### src/irq_flags_pkg.sv
// Package with register map, field positions and reset values of the timer interrupt flags
package irq_flags_pkg;

  // ----------------------------------------------------------------------
  // Register indices (printed offsets) and their APB byte addresses
  // ----------------------------------------------------------------------
  localparam logic [15:0] IRQ_ENABLE_ONE_IDX = 16'hfff3;
  localparam logic [15:0] IRQ_ENABLE_TWO_IDX = 16'hfff4;
  localparam logic [15:0] IRQ_REQUEST_ONE_IDX = 16'hfff6;
  localparam logic [15:0] IRQ_REQUEST_TWO_IDX = 16'hfff7;
  localparam logic [15:0] IRQ_STATUS_IDX = 16'hfff8;
  localparam logic [15:0] IRQ_MASK_IDX = 16'hfff9;

  // Byte address of a word register is four times its index
  function automatic logic [31:0] addr_of(input logic [15:0] idx);
    addr_of = {14'h0000, idx, 2'b00};
  endfunction : addr_of

  // ----------------------------------------------------------------------
  // Field positions
  // ----------------------------------------------------------------------
  localparam int TIMER_A_EN_BIT = 5;
  localparam int TIMER_A_FLAG_BIT = 7;
  localparam int EXT_FOUR_BIT = 4;
  localparam int EXT_THREE_BIT = 3;
  localparam int AEC_ONE_BIT = 2;
  localparam int EXT_ONE_BIT = 1;
  localparam int EXT_ZERO_BIT = 0;
  localparam int TIMER_C_EN_BIT = 1;
  localparam int TIMER_C_FLAG_BIT = 7;
  localparam int ADC_BIT = 6;
  localparam int TIMER_G_BIT = 5;
  localparam int TIMER_FH_BIT = 4;
  localparam int TIMER_FL_BIT = 3;
  localparam int AEC_TWO_BIT = 2;
  localparam int DIRECT_TRANS_BIT = 0;

  // Implemented bits; all others read as zero
  localparam logic [7:0] REQ_ONE_IMPL = 8'h9f;
  localparam logic [7:0] REQ_TWO_IMPL = 8'hfd;
  localparam logic [7:0] EN_ONE_IMPL = 8'h3f;
  localparam logic [7:0] EN_TWO_IMPL = 8'h7f;

  // ----------------------------------------------------------------------
  // Reset values and counter wrap points
  // ----------------------------------------------------------------------
  localparam logic [7:0] REG_RESET = 8'h00;
  localparam logic [15:0] STAT_RESET = 16'h0000;
  localparam logic [7:0] COUNT_TOP = 8'hff;
  localparam logic [7:0] COUNT_BOTTOM = 8'h00;

endpackage : irq_flags_pkg

### src/timer_interrupt_flags.sv
// Interrupt enable and request flags for timers A and C and their sibling sources
//
// Behaviour
// RQ1: Enable register one bit 5 allows the timer A overflow request.
// RQ2: Request register one flags timer A, external 4, 3, 1, 0, event counter.
// RQ3: Timer A flag, bit 7, sets on count FF to 00; writing 0 clears.
// RQ4: Enable register two bit 1 allows timer C overflow and underflow requests.
// RQ5: Request register two flags transition, converter, timers G, FH, FL, C, counter.
// RQ6: Timer C flag, bit 7, sets on FF to 00 or 00 to FF; zero clears.
// RQ7: A request goes out only while flag and enable are both one; writing one keeps. IRQ_O is raised from status and mask alone.
//
// The APB interface to the registers was decided locally.
module timer_interrupt_flags
  import irq_flags_pkg::*;
(
  input wire logic CLK_I,
  input wire logic RST_I,
  // APB slave
  input wire logic PSEL_I,
  input wire logic PENABLE_I,
  input wire logic PWRITE_I,
  input wire logic [31:0] PADDR_I,
  input wire logic [31:0] PWDATA_I,
  output logic [31:0] PRDATA_O,
  output logic PREADY_O,
  output logic PSLVERR_O,
  // Event sources
  input wire logic [7:0] TIMER_A_COUNT_I,
  input wire logic [7:0] TIMER_C_COUNT_I,
  input wire logic EXTERNAL_REQUEST_FOUR_I,
  input wire logic EXTERNAL_REQUEST_THREE_I,
  input wire logic EXTERNAL_REQUEST_ONE_I,
  input wire logic EXTERNAL_REQUEST_ZERO_I,
  input wire logic ASYNC_EVENT_COUNTER_REQUEST_I,
  input wire logic DIRECT_TRANSITION_I,
  input wire logic ADC_DONE_I,
  input wire logic TIMER_G_I,
  input wire logic TIMER_FH_I,
  input wire logic TIMER_FL_I,
  input wire logic ASYNC_EVENT_COUNTER_TWO_I,
  // Requests to the processor core
  output logic [7:0] CORE_REQUEST_ONE_O,
  output logic [7:0] CORE_REQUEST_TWO_O,
  output logic IRQ_O
);

  // ----------------------------------------------------------------------
  // Helpers
  // ----------------------------------------------------------------------
  // Move enable bits onto the positions of the flags they guard
  function automatic logic [7:0] align_one(input logic [7:0] en);
    align_one = {en[TIMER_A_EN_BIT], 2'b00, en[4:0]};
  endfunction : align_one

  function automatic logic [7:0] align_two(input logic [7:0] en);
    align_two = {en[TIMER_C_EN_BIT], en[6:2], 1'b0, en[0]};
  endfunction : align_two

  // ----------------------------------------------------------------------
  // Counter wrap detection
  // ----------------------------------------------------------------------
  logic [7:0] cnt_a_q;
  logic [7:0] cnt_a_d;
  logic [7:0] cnt_c_q;
  logic [7:0] cnt_c_d;
  logic seen_q;
  logic seen_d;
  logic wrap_a;
  logic wrap_c;

  // The seen bit blocks a false wrap on the first sample after reset
  always_comb
  begin
    cnt_a_d = TIMER_A_COUNT_I;
    cnt_c_d = TIMER_C_COUNT_I;
    seen_d = 1'b1;
    wrap_a = seen_q && cnt_a_q == COUNT_TOP && TIMER_A_COUNT_I == COUNT_BOTTOM; // see RQ3
    wrap_c = seen_q && ((cnt_c_q == COUNT_TOP && TIMER_C_COUNT_I == COUNT_BOTTOM) ||
                        (cnt_c_q == COUNT_BOTTOM && TIMER_C_COUNT_I == COUNT_TOP)); // see RQ6
  end

  always_ff @(posedge CLK_I or posedge RST_I)
  begin
    if (RST_I)
    begin
      cnt_a_q <= REG_RESET;
      cnt_c_q <= REG_RESET;
      seen_q <= 1'b0;
    end
    else
    begin
      cnt_a_q <= cnt_a_d;
      cnt_c_q <= cnt_c_d;
      seen_q <= seen_d;
    end
  end

  // ----------------------------------------------------------------------
  // Set vectors on flag positions
  // ----------------------------------------------------------------------
  logic [7:0] set_one;
  logic [7:0] set_two;

  // Gather each source onto its own flag bit
  always_comb
  begin
    set_one = 8'h00;
    set_one[TIMER_A_FLAG_BIT] = wrap_a; // see RQ3
    set_one[EXT_FOUR_BIT] = EXTERNAL_REQUEST_FOUR_I; // see RQ2
    set_one[EXT_THREE_BIT] = EXTERNAL_REQUEST_THREE_I;
    set_one[AEC_ONE_BIT] = ASYNC_EVENT_COUNTER_REQUEST_I;
    set_one[EXT_ONE_BIT] = EXTERNAL_REQUEST_ONE_I;
    set_one[EXT_ZERO_BIT] = EXTERNAL_REQUEST_ZERO_I;
    set_two = 8'h00;
    set_two[TIMER_C_FLAG_BIT] = wrap_c; // see RQ6
    set_two[ADC_BIT] = ADC_DONE_I; // see RQ5
    set_two[TIMER_G_BIT] = TIMER_G_I;
    set_two[TIMER_FH_BIT] = TIMER_FH_I;
    set_two[TIMER_FL_BIT] = TIMER_FL_I;
    set_two[AEC_TWO_BIT] = ASYNC_EVENT_COUNTER_TWO_I;
    set_two[DIRECT_TRANS_BIT] = DIRECT_TRANSITION_I;
  end

  // ----------------------------------------------------------------------
  // APB decode
  // ----------------------------------------------------------------------
  logic setup;
  logic wr_en;
  logic hit_en1;
  logic hit_en2;
  logic hit_req1;
  logic hit_req2;
  logic hit_stat;
  logic hit_mask;
  logic mapped;

  // Zero wait states: read data is captured in the setup cycle
  always_comb
  begin
    hit_en1 = 1'b0;
    hit_en2 = 1'b0;
    hit_req1 = 1'b0;
    hit_req2 = 1'b0;
    hit_stat = 1'b0;
    hit_mask = 1'b0;
    if (PADDR_I == addr_of(IRQ_ENABLE_ONE_IDX))
      hit_en1 = 1'b1;
    else if (PADDR_I == addr_of(IRQ_ENABLE_TWO_IDX))
      hit_en2 = 1'b1;
    else if (PADDR_I == addr_of(IRQ_REQUEST_ONE_IDX))
      hit_req1 = 1'b1;
    else if (PADDR_I == addr_of(IRQ_REQUEST_TWO_IDX))
      hit_req2 = 1'b1;
    else if (PADDR_I == addr_of(IRQ_STATUS_IDX))
      hit_stat = 1'b1;
    else if (PADDR_I == addr_of(IRQ_MASK_IDX))
      hit_mask = 1'b1;
    mapped = hit_en1 | hit_en2 | hit_req1 | hit_req2 | hit_stat | hit_mask;
    setup = PSEL_I & ~PENABLE_I;
    wr_en = PSEL_I & PENABLE_I & PWRITE_I & mapped;
  end

  assign PREADY_O = 1'b1;
  // Unmapped accesses are refused with an error and change nothing
  assign PSLVERR_O = PSEL_I & PENABLE_I & ~mapped;

  // ----------------------------------------------------------------------
  // Flag banks
  // ----------------------------------------------------------------------
  logic [7:0] req_one;
  logic [7:0] req_two;

  irq_flag_bank #(.IMPL(REQ_ONE_IMPL)) u_req_one
  (
    .clk_i(CLK_I),
    .rst_i(RST_I),
    .set_i(set_one),
    .wr_i(wr_en & hit_req1),
    .wdata_i(PWDATA_I[7:0]),
    .flags_o(req_one)
  ); // see RQ2

  irq_flag_bank #(.IMPL(REQ_TWO_IMPL)) u_req_two
  (
    .clk_i(CLK_I),
    .rst_i(RST_I),
    .set_i(set_two),
    .wr_i(wr_en & hit_req2),
    .wdata_i(PWDATA_I[7:0]),
    .flags_o(req_two)
  ); // see RQ5

  // ----------------------------------------------------------------------
  // Enable, status and mask registers
  // ----------------------------------------------------------------------
  logic [7:0] en_one_q;
  logic [7:0] en_one_d;
  logic [7:0] en_two_q;
  logic [7:0] en_two_d;
  logic [15:0] stat_q;
  logic [15:0] stat_d;
  logic [15:0] mask_q;
  logic [15:0] mask_d;
  logic [31:0] rdata_q;
  logic [31:0] rdata_d;

  // Status bits are sticky and cleared by writing one; a new event wins
  always_comb
  begin
    en_one_d = en_one_q;
    en_two_d = en_two_q;
    stat_d = stat_q;
    mask_d = mask_q;
    rdata_d = rdata_q;
    if (wr_en && hit_en1)
      en_one_d = PWDATA_I[7:0] & EN_ONE_IMPL; // see RQ1
    if (wr_en && hit_en2)
      en_two_d = PWDATA_I[7:0] & EN_TWO_IMPL; // see RQ4
    if (wr_en && hit_stat)
      stat_d = stat_q & ~PWDATA_I[15:0];
    if (wr_en && hit_mask)
      mask_d = PWDATA_I[15:0];
    stat_d = stat_d | {set_two, set_one};
    if (setup)
    begin
      rdata_d = 32'h0000_0000;
      if (hit_en1)
        rdata_d[7:0] = en_one_q;
      else if (hit_en2)
        rdata_d[7:0] = en_two_q;
      else if (hit_req1)
        rdata_d[7:0] = req_one;
      else if (hit_req2)
        rdata_d[7:0] = req_two;
      else if (hit_stat)
        rdata_d[15:0] = stat_q;
      else if (hit_mask)
        rdata_d[15:0] = mask_q;
    end
  end

  always_ff @(posedge CLK_I or posedge RST_I)
  begin
    if (RST_I)
    begin
      en_one_q <= REG_RESET;
      en_two_q <= REG_RESET;
      stat_q <= STAT_RESET;
      mask_q <= STAT_RESET;
      rdata_q <= 32'h0000_0000;
    end
    else
    begin
      en_one_q <= en_one_d;
      en_two_q <= en_two_d;
      stat_q <= stat_d;
      mask_q <= mask_d;
      rdata_q <= rdata_d;
    end
  end

  assign PRDATA_O = rdata_q;

  // ----------------------------------------------------------------------
  // Requests to the core
  // ----------------------------------------------------------------------
  // Gated combinationally so a clear or disable drops the request at once
  assign CORE_REQUEST_ONE_O = req_one & align_one(en_one_q); // see RQ7
  assign CORE_REQUEST_TWO_O = req_two & align_two(en_two_q); // see RQ7
  assign IRQ_O = |(stat_q & mask_q);

  // ----------------------------------------------------------------------
  // Assertions
  // ----------------------------------------------------------------------
  timer_a_set_a: assert property (@(posedge CLK_I) disable iff (RST_I) // see RQ3
    wrap_a |=> req_one[TIMER_A_FLAG_BIT])
    else $error("Timer A wrap did not set its flag");

  timer_c_set_a: assert property (@(posedge CLK_I) disable iff (RST_I) // see RQ6
    wrap_c |=> req_two[TIMER_C_FLAG_BIT])
    else $error("Timer C wrap did not set its flag");

  zero_clears_a: assert property (@(posedge CLK_I) disable iff (RST_I) // see RQ3
    (wr_en && hit_req1 && !PWDATA_I[TIMER_A_FLAG_BIT] && !wrap_a)
    |=> !req_one[TIMER_A_FLAG_BIT])
    else $error("Writing zero left the timer A flag set");

  one_keeps_a: assert property (@(posedge CLK_I) disable iff (RST_I) // see RQ7
    (wr_en && hit_req2 && PWDATA_I[TIMER_C_FLAG_BIT] && req_two[TIMER_C_FLAG_BIT])
    |=> req_two[TIMER_C_FLAG_BIT])
    else $error("Writing one cleared the timer C flag");

  enable_a_gate_a: assert property (@(posedge CLK_I) disable iff (RST_I) // see RQ1
    CORE_REQUEST_ONE_O[TIMER_A_FLAG_BIT]
    == (req_one[TIMER_A_FLAG_BIT] && en_one_q[TIMER_A_EN_BIT]))
    else $error("Timer A request does not follow flag and enable");

  enable_c_gate_a: assert property (@(posedge CLK_I) disable iff (RST_I) // see RQ4
    (wr_en && hit_en2 && !PWDATA_I[TIMER_C_EN_BIT]) |=> !CORE_REQUEST_TWO_O[TIMER_C_FLAG_BIT])
    else $error("Timer C request present while disabled");

  ext_sources_a: assert property (@(posedge CLK_I) disable iff (RST_I) // see RQ2
    EXTERNAL_REQUEST_ZERO_I |=> req_one[EXT_ZERO_BIT] && stat_q[EXT_ZERO_BIT])
    else $error("External request zero was not latched");

  adc_source_a: assert property (@(posedge CLK_I) disable iff (RST_I) // see RQ5
    (ADC_DONE_I && wr_en && hit_req2) |=> req_two[ADC_BIT])
    else $error("Converter event lost against a clear");

  request_gate_a: assert property (@(posedge CLK_I) disable iff (RST_I) // see RQ7
    (CORE_REQUEST_TWO_O & ~req_two) == 8'h00)
    else $error("Request presented without its flag");

  enable_off_a: assert property (@(posedge CLK_I) disable iff (RST_I) // see RQ7
    (wr_en && hit_en1 && PWDATA_I[7:0] == 8'h00) |=> CORE_REQUEST_ONE_O == 8'h00)
    else $error("Request one still presented after all enables cleared");

endmodule : timer_interrupt_flags

### src/irq_flag_bank.sv
// Eight request flags: hardware sets, software clears by writing zero
module irq_flag_bank
  import irq_flags_pkg::*;
#(
  parameter logic [7:0] IMPL = 8'hff
)
(
  input wire logic clk_i,
  input wire logic rst_i,
  input wire logic [7:0] set_i,
  input wire logic wr_i,
  input wire logic [7:0] wdata_i,
  output logic [7:0] flags_o
);

  logic [7:0] flags_q;
  logic [7:0] flags_d;

  // ----------------------------------------------------------------------
  // Next value
  // ----------------------------------------------------------------------
  // Set wins over a clear in the same cycle so no event is lost
  always_comb
  begin
    flags_d = flags_q;
    if (wr_i)
    begin
      flags_d = flags_q & wdata_i; // Writing one leaves a flag alone
    end
    flags_d = (flags_d | set_i) & IMPL;
  end

  // Register only
  always_ff @(posedge clk_i or posedge rst_i)
  begin
    if (rst_i)
    begin
      flags_q <= REG_RESET;
    end
    else
    begin
      flags_q <= flags_d;
    end
  end

  assign flags_o = flags_q;

endmodule : irq_flag_bank

### config.mk
export PLATFORM = sky130hd
export DESIGN_NAME = timer_interrupt_flags
export DESIGN_NICKNAME = d
export VERILOG_FILES = /design/src/irq_flags_pkg.sv /design/src/timer_interrupt_flags.sv /design/src/irq_flag_bank.sv
export SDC_FILE = /design/constraint.sdc
export NUM_CORES = 1
export LEC_CHECK = 0
export BUFFER_PORTS_ARGS = -buffer_cell sky130_fd_sc_hd__buf_4
export CORE_UTILIZATION = 46
export CTS_BUF_LIST = sky130_fd_sc_hd__clkbuf_16
export DETAILED_ROUTE_END_ITERATION = 7
export MAX_ROUTING_LAYER = met4
export PLACE_DENSITY = 0.83
export SLEW_MARGIN = 20
export SYNTH_ARGS = -nofsm -noshare
export SYNTH_HDL_FRONTEND = slang
export SYNTH_SLANG_ARGS = --single-unit
### constraint.sdc
create_clock -name CLK_I -period 6.9 [get_ports CLK_I]
set_clock_uncertainty 0.2 [all_clocks]
set_input_delay 0.345 -clock CLK_I [delete_from_list [all_inputs] [get_ports CLK_I]]
set_output_delay 0.345 -clock CLK_I [all_outputs]
set_load 0.01 [all_outputs]
== Yosys cells after proc, flatten, opt, wreduce, memory -nomap -nowiden ==
Index checks and enable logic that the tools add are counted.

* Muxes and demuxes: 34
* Bitwise gates (word level): 24
* Reductions and logical operators: 14
* Equality and inequality tests: 9

{| class="wikitable"
|+ Operators with widths
! kind !! count
|-
| $eq A32 B18 Y1 const B || 6
|-
| $mux W8 || 10
|-
| $mux W16 || 3
|-
| $and A16 B16 Y16 || 2
|-
| $and A8 B8 Y8 || 4
|-
| $eq A8 B8 Y1 const B || 3
|-
| $logic_not A8 Y1 || 3
|-
| $mux W1 || 21
|-
| $not A16 Y16 || 1
|-
| $or A16 B16 Y16 || 1
|-
| $or A8 B8 Y8 || 2
|-
| $reduce_or A16 Y1 || 1
|-
| $logic_and A1 B1 Y1 || 9
|-
| $and A1 B1 Y1 || 7
|-
| $or A1 B1 Y1 || 5
|-
| $not A1 Y1 || 2
|-
| $logic_or A1 B1 Y1 || 1
|}

* Output and inout bits: 51
* Bits in registers: 91
* Input port bits: 96

== Logic depth before layout (Yosys ltp) ==
* Depth in word-level cells: 13
* Gate-level depth with buffers: 7

== Hierarchy ==
A second synthesis with hierarchy kept.

* Cells, all modules: 413
* Area total of the unflattened synthesis: 4538.1 um^2

{| class="wikitable"
|+ Modules (own cells, without submodules)
! module !! area an instance (um^2) !! seq. area each (um^2) !! cells an instance !! instances
|-
| timer_interrupt_flags || 3996.3 || 1951.9 || 367 || 1
|-
| irq_flag_bank (u_req_two) || 286.5 || 175.2 || 24 || 1
|-
| irq_flag_bank (u_req_one) || 255.2 || 150.1 || 22 || 1
|}

== Worst setup path before layout ==
OpenSTA, ideal clock, no wires.

* Path kind: input to register
* Start point: input PADDR_I[18]
* End point: register mask_q[0]
* Buffers on the path: 1
* Path slack: 4359 ps
* Required time: 6575 ps
* Cell stages on the path: 7
* Arrival time: 2216 ps
* Cell sequence: nor4b_4 > nand4_4 > or3_4 > nor4b_4 > nand2_4 > buf_6 > mux2_4

* Longest elaborated chain between the ends: 10
* Elaborated cells between the ends (all ways): 34
* Those cells by class: eq/ne: 6; mux: 21; bitwise: 6; reduce/logical: 1

{| class="wikitable"
|+ RTL lines
! item !! RTL line !! source
|-
| start, declared || timer_interrupt_flags.sv:22 || <nowiki>input wire logic [31:0] PADDR_I,</nowiki>
|-
| $eq A32 B18 Y1, on equally long branches || n/a ||
|-
| $mux W1, on equally long branches (2 in a row) || n/a ||
|-
| $or A1 B1 Y1 (tied with other cells) (3 in a row) || timer_interrupt_flags.sv:158 || <nowiki>mapped = hit_en1 | hit_en2 | hit_req1 | hit_req2 | hit_stat | hit_mask;</nowiki>
|-
| $or A1 B1 Y1 / $mux W1 (equally long branches) || timer_interrupt_flags.sv:158, timer_interrupt_flags.sv:146 ||
|-
| $or A1 B1 Y1 || timer_interrupt_flags.sv:158 ||
|-
| $and A1 B1 Y1 || timer_interrupt_flags.sv:160 || <nowiki>wr_en = PSEL_I & PENABLE_I & PWRITE_I & mapped;</nowiki>
|-
| $logic_and A1 B1 Y1 * || timer_interrupt_flags.sv:221 || <nowiki>if (wr_en && hit_mask)</nowiki>
|-
| end signal, assigned || timer_interrupt_flags.sv:257 || <nowiki>mask_q <= mask_d;</nowiki>
|-
| end, declared || timer_interrupt_flags.sv:202 || <nowiki>logic [15:0] mask_q;</nowiki>
|}

Mark *: on every way between the ends. The rest lies on a longest branch, timed or not.
A chain may end at the register's enable or synchronous reset.

== Worst setup path after layout ==
* Start point: input PADDR_I[1]
* End point: register stat_q[12]

* Longest elaborated chain between the ends: 12
* Elaborated cells between the ends (all ways): 36
* Those cells by class: eq/ne: 6; mux: 22; bitwise: 7; reduce/logical: 1

{| class="wikitable"
|+ RTL lines
! item !! RTL line !! source
|-
| $eq A32 B18 Y1, on equally long branches || n/a ||
|-
| $mux W1, on equally long branches (2 in a row) || n/a ||
|-
| $or A1 B1 Y1 (tied with other cells) (3 in a row) || timer_interrupt_flags.sv:158 ||
|-
| $or A1 B1 Y1 / $mux W1 (equally long branches) || timer_interrupt_flags.sv:158, timer_interrupt_flags.sv:146 ||
|-
| $or A1 B1 Y1 || timer_interrupt_flags.sv:158 ||
|-
| $and A1 B1 Y1 || timer_interrupt_flags.sv:160 ||
|-
| $logic_and A1 B1 Y1 * || timer_interrupt_flags.sv:219 || <nowiki>if (wr_en && hit_stat)</nowiki>
|-
| $mux W16 * || timer_interrupt_flags.sv:219 ||
|-
| $or A16 B16 Y16 * || timer_interrupt_flags.sv:223 || <nowiki>stat_d = stat_d | {set_two, set_one};</nowiki>
|-
| named net stat_d[12] || timer_interrupt_flags.sv:201 || <nowiki>logic [15:0] stat_d;</nowiki>
|-
| end signal, assigned || timer_interrupt_flags.sv:256 || <nowiki>stat_q <= stat_d;</nowiki>
|-
| end, declared || timer_interrupt_flags.sv:200 || <nowiki>logic [15:0] stat_q;</nowiki>
|}

The timed path passes the listed nets; every way through them passes the cells marked *.

==> impl_metrics.env <==
export IMPL_slew_headroom=0.341
export IMPL_crit_required_ns=6.92
export IMPL_ant_nets=0
export IMPL_irDropWorstVdd_v=0.000149
export IMPL_overflow=0
export IMPL_route_detailed_drc=17
export IMPL_layout_min_cycle_time_ns=3.03
export IMPL_yosys_area_top_type="dfrtp_1"
export IMPL_holdCritStartpoint="TIMER_FH_I"
export IMPL_drv_cap=0
export IMPL_synth_area_leaders="dfrtp_1 53%, mux2_2 5.0%, buf_4 3.5%"
export IMPL_p_comb_frac=0.093
export IMPL_grt_pass1_wl_um=18000
export IMPL_synth_edf_count=0
export IMPL_max_stage_delay_ns=0.81
export IMPL_crit_slowest_cell="and2_0"
export IMPL_track_usage=0.249
export IMPL_finalSetupTns_ns=0
export IMPL_worstPathBufferInverterCount=1
export IMPL_crit_arrival_ns=3.05
export IMPL_port_buffer_count=110
export IMPL_p_clk_frac=0.406
export IMPL_ys_top_cells_by_count="91 x dfrtp_1, 36 x nand2_1, 24 x o21ai_0"
export IMPL_hold_violations=0
export IMPL_layout_cells_non_filler=618
export IMPL_clk_latency_ns=0.33
export IMPL_finalWeightedCongestion=0.879
export IMPL_async_flop_share=1.00
export IMPL_avgViaCountPerCell=5.71
export IMPL_drv_slew=0
export IMPL_post_cts_buffers=0
export IMPL_yosysWarnings=0
export IMPL_drt_iter0_drc=343
export IMPL_worstMarginPinSlew_ns=0.980
export IMPL_nets=601
export IMPL_start_util=0.482
export IMPL_syn_avg_cell_area_um2=11.4
export IMPL_synth_top_cell_area_share=0.534
export IMPL_path_max_fanout=14
export IMPL_dieArea_um2=9660
export IMPL_rsz0062_at_grt="false"
export IMPL_critPathLaunch="PADDR_I[1]"
export IMPL_antenna_found_initial=0
export IMPL_grt_max_degree=92
export IMPL_routedWlPerCell_um=18.1
export IMPL_ys_ff_latch=91
export IMPL_drtPass1Iterations=8
export IMPL_hp_class="input pin to flip-flop"
export IMPL_io_pins=147
export IMPL_rows=34
export IMPL_clk_path_buf_depth=2
export IMPL_synth_flop_cell="dfrtp_1"
export IMPL_r2r_start="cnt_c_q[2]"
export IMPL_htree_levels=3
export IMPL_violations="DRC"
export IMPL_routed_wl_um=11200
export IMPL_cp_cell_sequence="buf_4, or2_1, or3_1, nor4_1, and2_0, nand2_1, a21o_1"
export IMPL_cellPowerDensity_nw_per_um2=195
export IMPL_r2r_setup_slack_ns=5.49
export IMPL_clkTransAtPathRegs_ns=0.06
export IMPL_grt_pass1_vias=3675
export IMPL_swShare=0.235
export IMPL_worst_setup_path_type="input pin to flip-flop"
export IMPL_min_period_over_period=0.439
export IMPL_p_sw_uw=258
export IMPL_area_growth_pct=31.9
export IMPL_status="finished with violations"
export IMPL_cp_end_kind="flip-flop"
export IMPL_drive_gt1_frac=0.325
export IMPL_fp_dieW_um=98.3
export IMPL_die_h_um=98.3
export IMPL_vias=3527
export IMPL_diodes=0
export IMPL_cts_tree="yes"
export IMPL_clockRootBuffer="clkbuf_16"
export IMPL_yosysSeqAreaShare=0.534
export IMPL_place_inst=580
export IMPL_coreArea_um2=8850
export IMPL_cts_resized=0
export IMPL_nFillCells=702
export IMPL_power_frac_seq=0.501
export IMPL_postPlaceCellArea_um2=5120
export IMPL_critPathTopFamily="simple AND/OR/NAND/NOR gates"
export IMPL_syn_area_um2=4260
export IMPL_synth_cell_types=54
export IMPL_internal_power_uw=837
export IMPL_post_synth_top_count_cell="dfrtp_1"
export IMPL_p_leak_nw=2.55
export IMPL_dp_hpwl_um=7850
export IMPL_setup_violations=0
export IMPL_fin_area_um2=5620
export IMPL_netlist_instances=373
export IMPL_cts_buffers=9
export IMPL_max_freq_mhz=330
export IMPL_clock_sinks=91
export IMPL_worst_setup_path_start_kind="input pin"
==> power by group through the flow <==
stage               logic, mW  clock network (mW)  registers (mW)
global route            0.111               0.472           0.549
finish                  0.102               0.445           0.548
detailed placement     0.0910                   0           0.558
global placement       0.0884                   0           0.557
CTS                     0.101               0.450           0.548
floorplan              0.0377                   0           0.559
==> through the flow <==
step	total power, mW	hold WS (ns)	worst slack (ns)	utilization
after floorplan	0.597	0.176	3.99	-
after global placement	0.646	0.260	3.61	0.579
after detailed placement	0.649	0.262	3.59	0.579
after CTS	1.10	0.000510	3.90	0.634
after global routing	1.13	0.00630	3.60	0.635
final	1.10	0.00492	3.87	0.635
==> cell usage in the layout (no fill, tap or decap), types with 12 or more instances in the layout <==
cell type      instances
buf_4                111
dfrtp_1               91
nand2_1               36
o21ai_0               24
dlygate4sd3_1         22
conb_1                21
mux2_2                19
and2_1                16
nand2b_1              12
a22oi_1               12
==> logic make-up (layout without fill, tap and decap cells) <==
family                 count (synthesis)  count (layout)  synth area share
other                                  2              21           0.00176
buffers and inverters                 35             153            0.0514
muxes                                 29              29            0.0854
AOI/OAI and AO/OA                     87              87             0.143
DFF                                   91              91             0.534
and+or+nand+nor                      129             129             0.184
==> path summary, 6_finish.rpt <==
check / cells after the start / to
worst max-delay path: 7 / stat_q[12]
worst min-delay path: 2 / stat_q[12]
worst max register to register: 5 / stat_q[15]
worst min register to register: 2 / PRDATA_O[8]
max in group asynchronous: 3 / mask_q[4]
min in group asynchronous: 3 / PRDATA_O[13]
==> registers in the layout, indices dropped and copies added, names as in the netlist <==
register           count
stat_q                16
cnt_a_q                8
en_one_q               6
mask_q                16
cnt_c_q                8
u_req_two.flags_o      7
PRDATA_O              16
en_two_q               7
seen_q                 1
u_req_one.flags_o      6
==> layout make-up <==
cell class / count / area, um2 / area share
multi-input combinational: 266 / 1870 / 0.332
inverter: 3 / 12.5 / 0.00223
tap: 108 / 135 / 0.0240
clock buffer: 9 / 225 / 0.0401
sequential: 91 / 2280 / 0.405
clock inverter: 7 / 42.5 / 0.00757
timing repair buffer: 134 / 1060 / 0.189
==> timing repair <==
item | CTS | global route
hold endpoints to repair | 22 | 0
hold buffers | 22 | 0
endpoints found under the setup margin | 0 | 0
==> worst register-to-register path: stages, from the launching register on <==
cell,delay (ns)
dfrtp_1,0.39
nor4_1,0.30
nand2_1,0.09
nor3_1,0.14
o21ai_0,0.15
nand2_1,0.08
==> per-layer routing <==
metal	GRT usage	part of all wire
met1	0.298	0.41
met2	0.423	0.50
met3	0.0508	0.078
met4	0.0804	0.016
met5	-	0
Power figures use the tool's default switching activity.
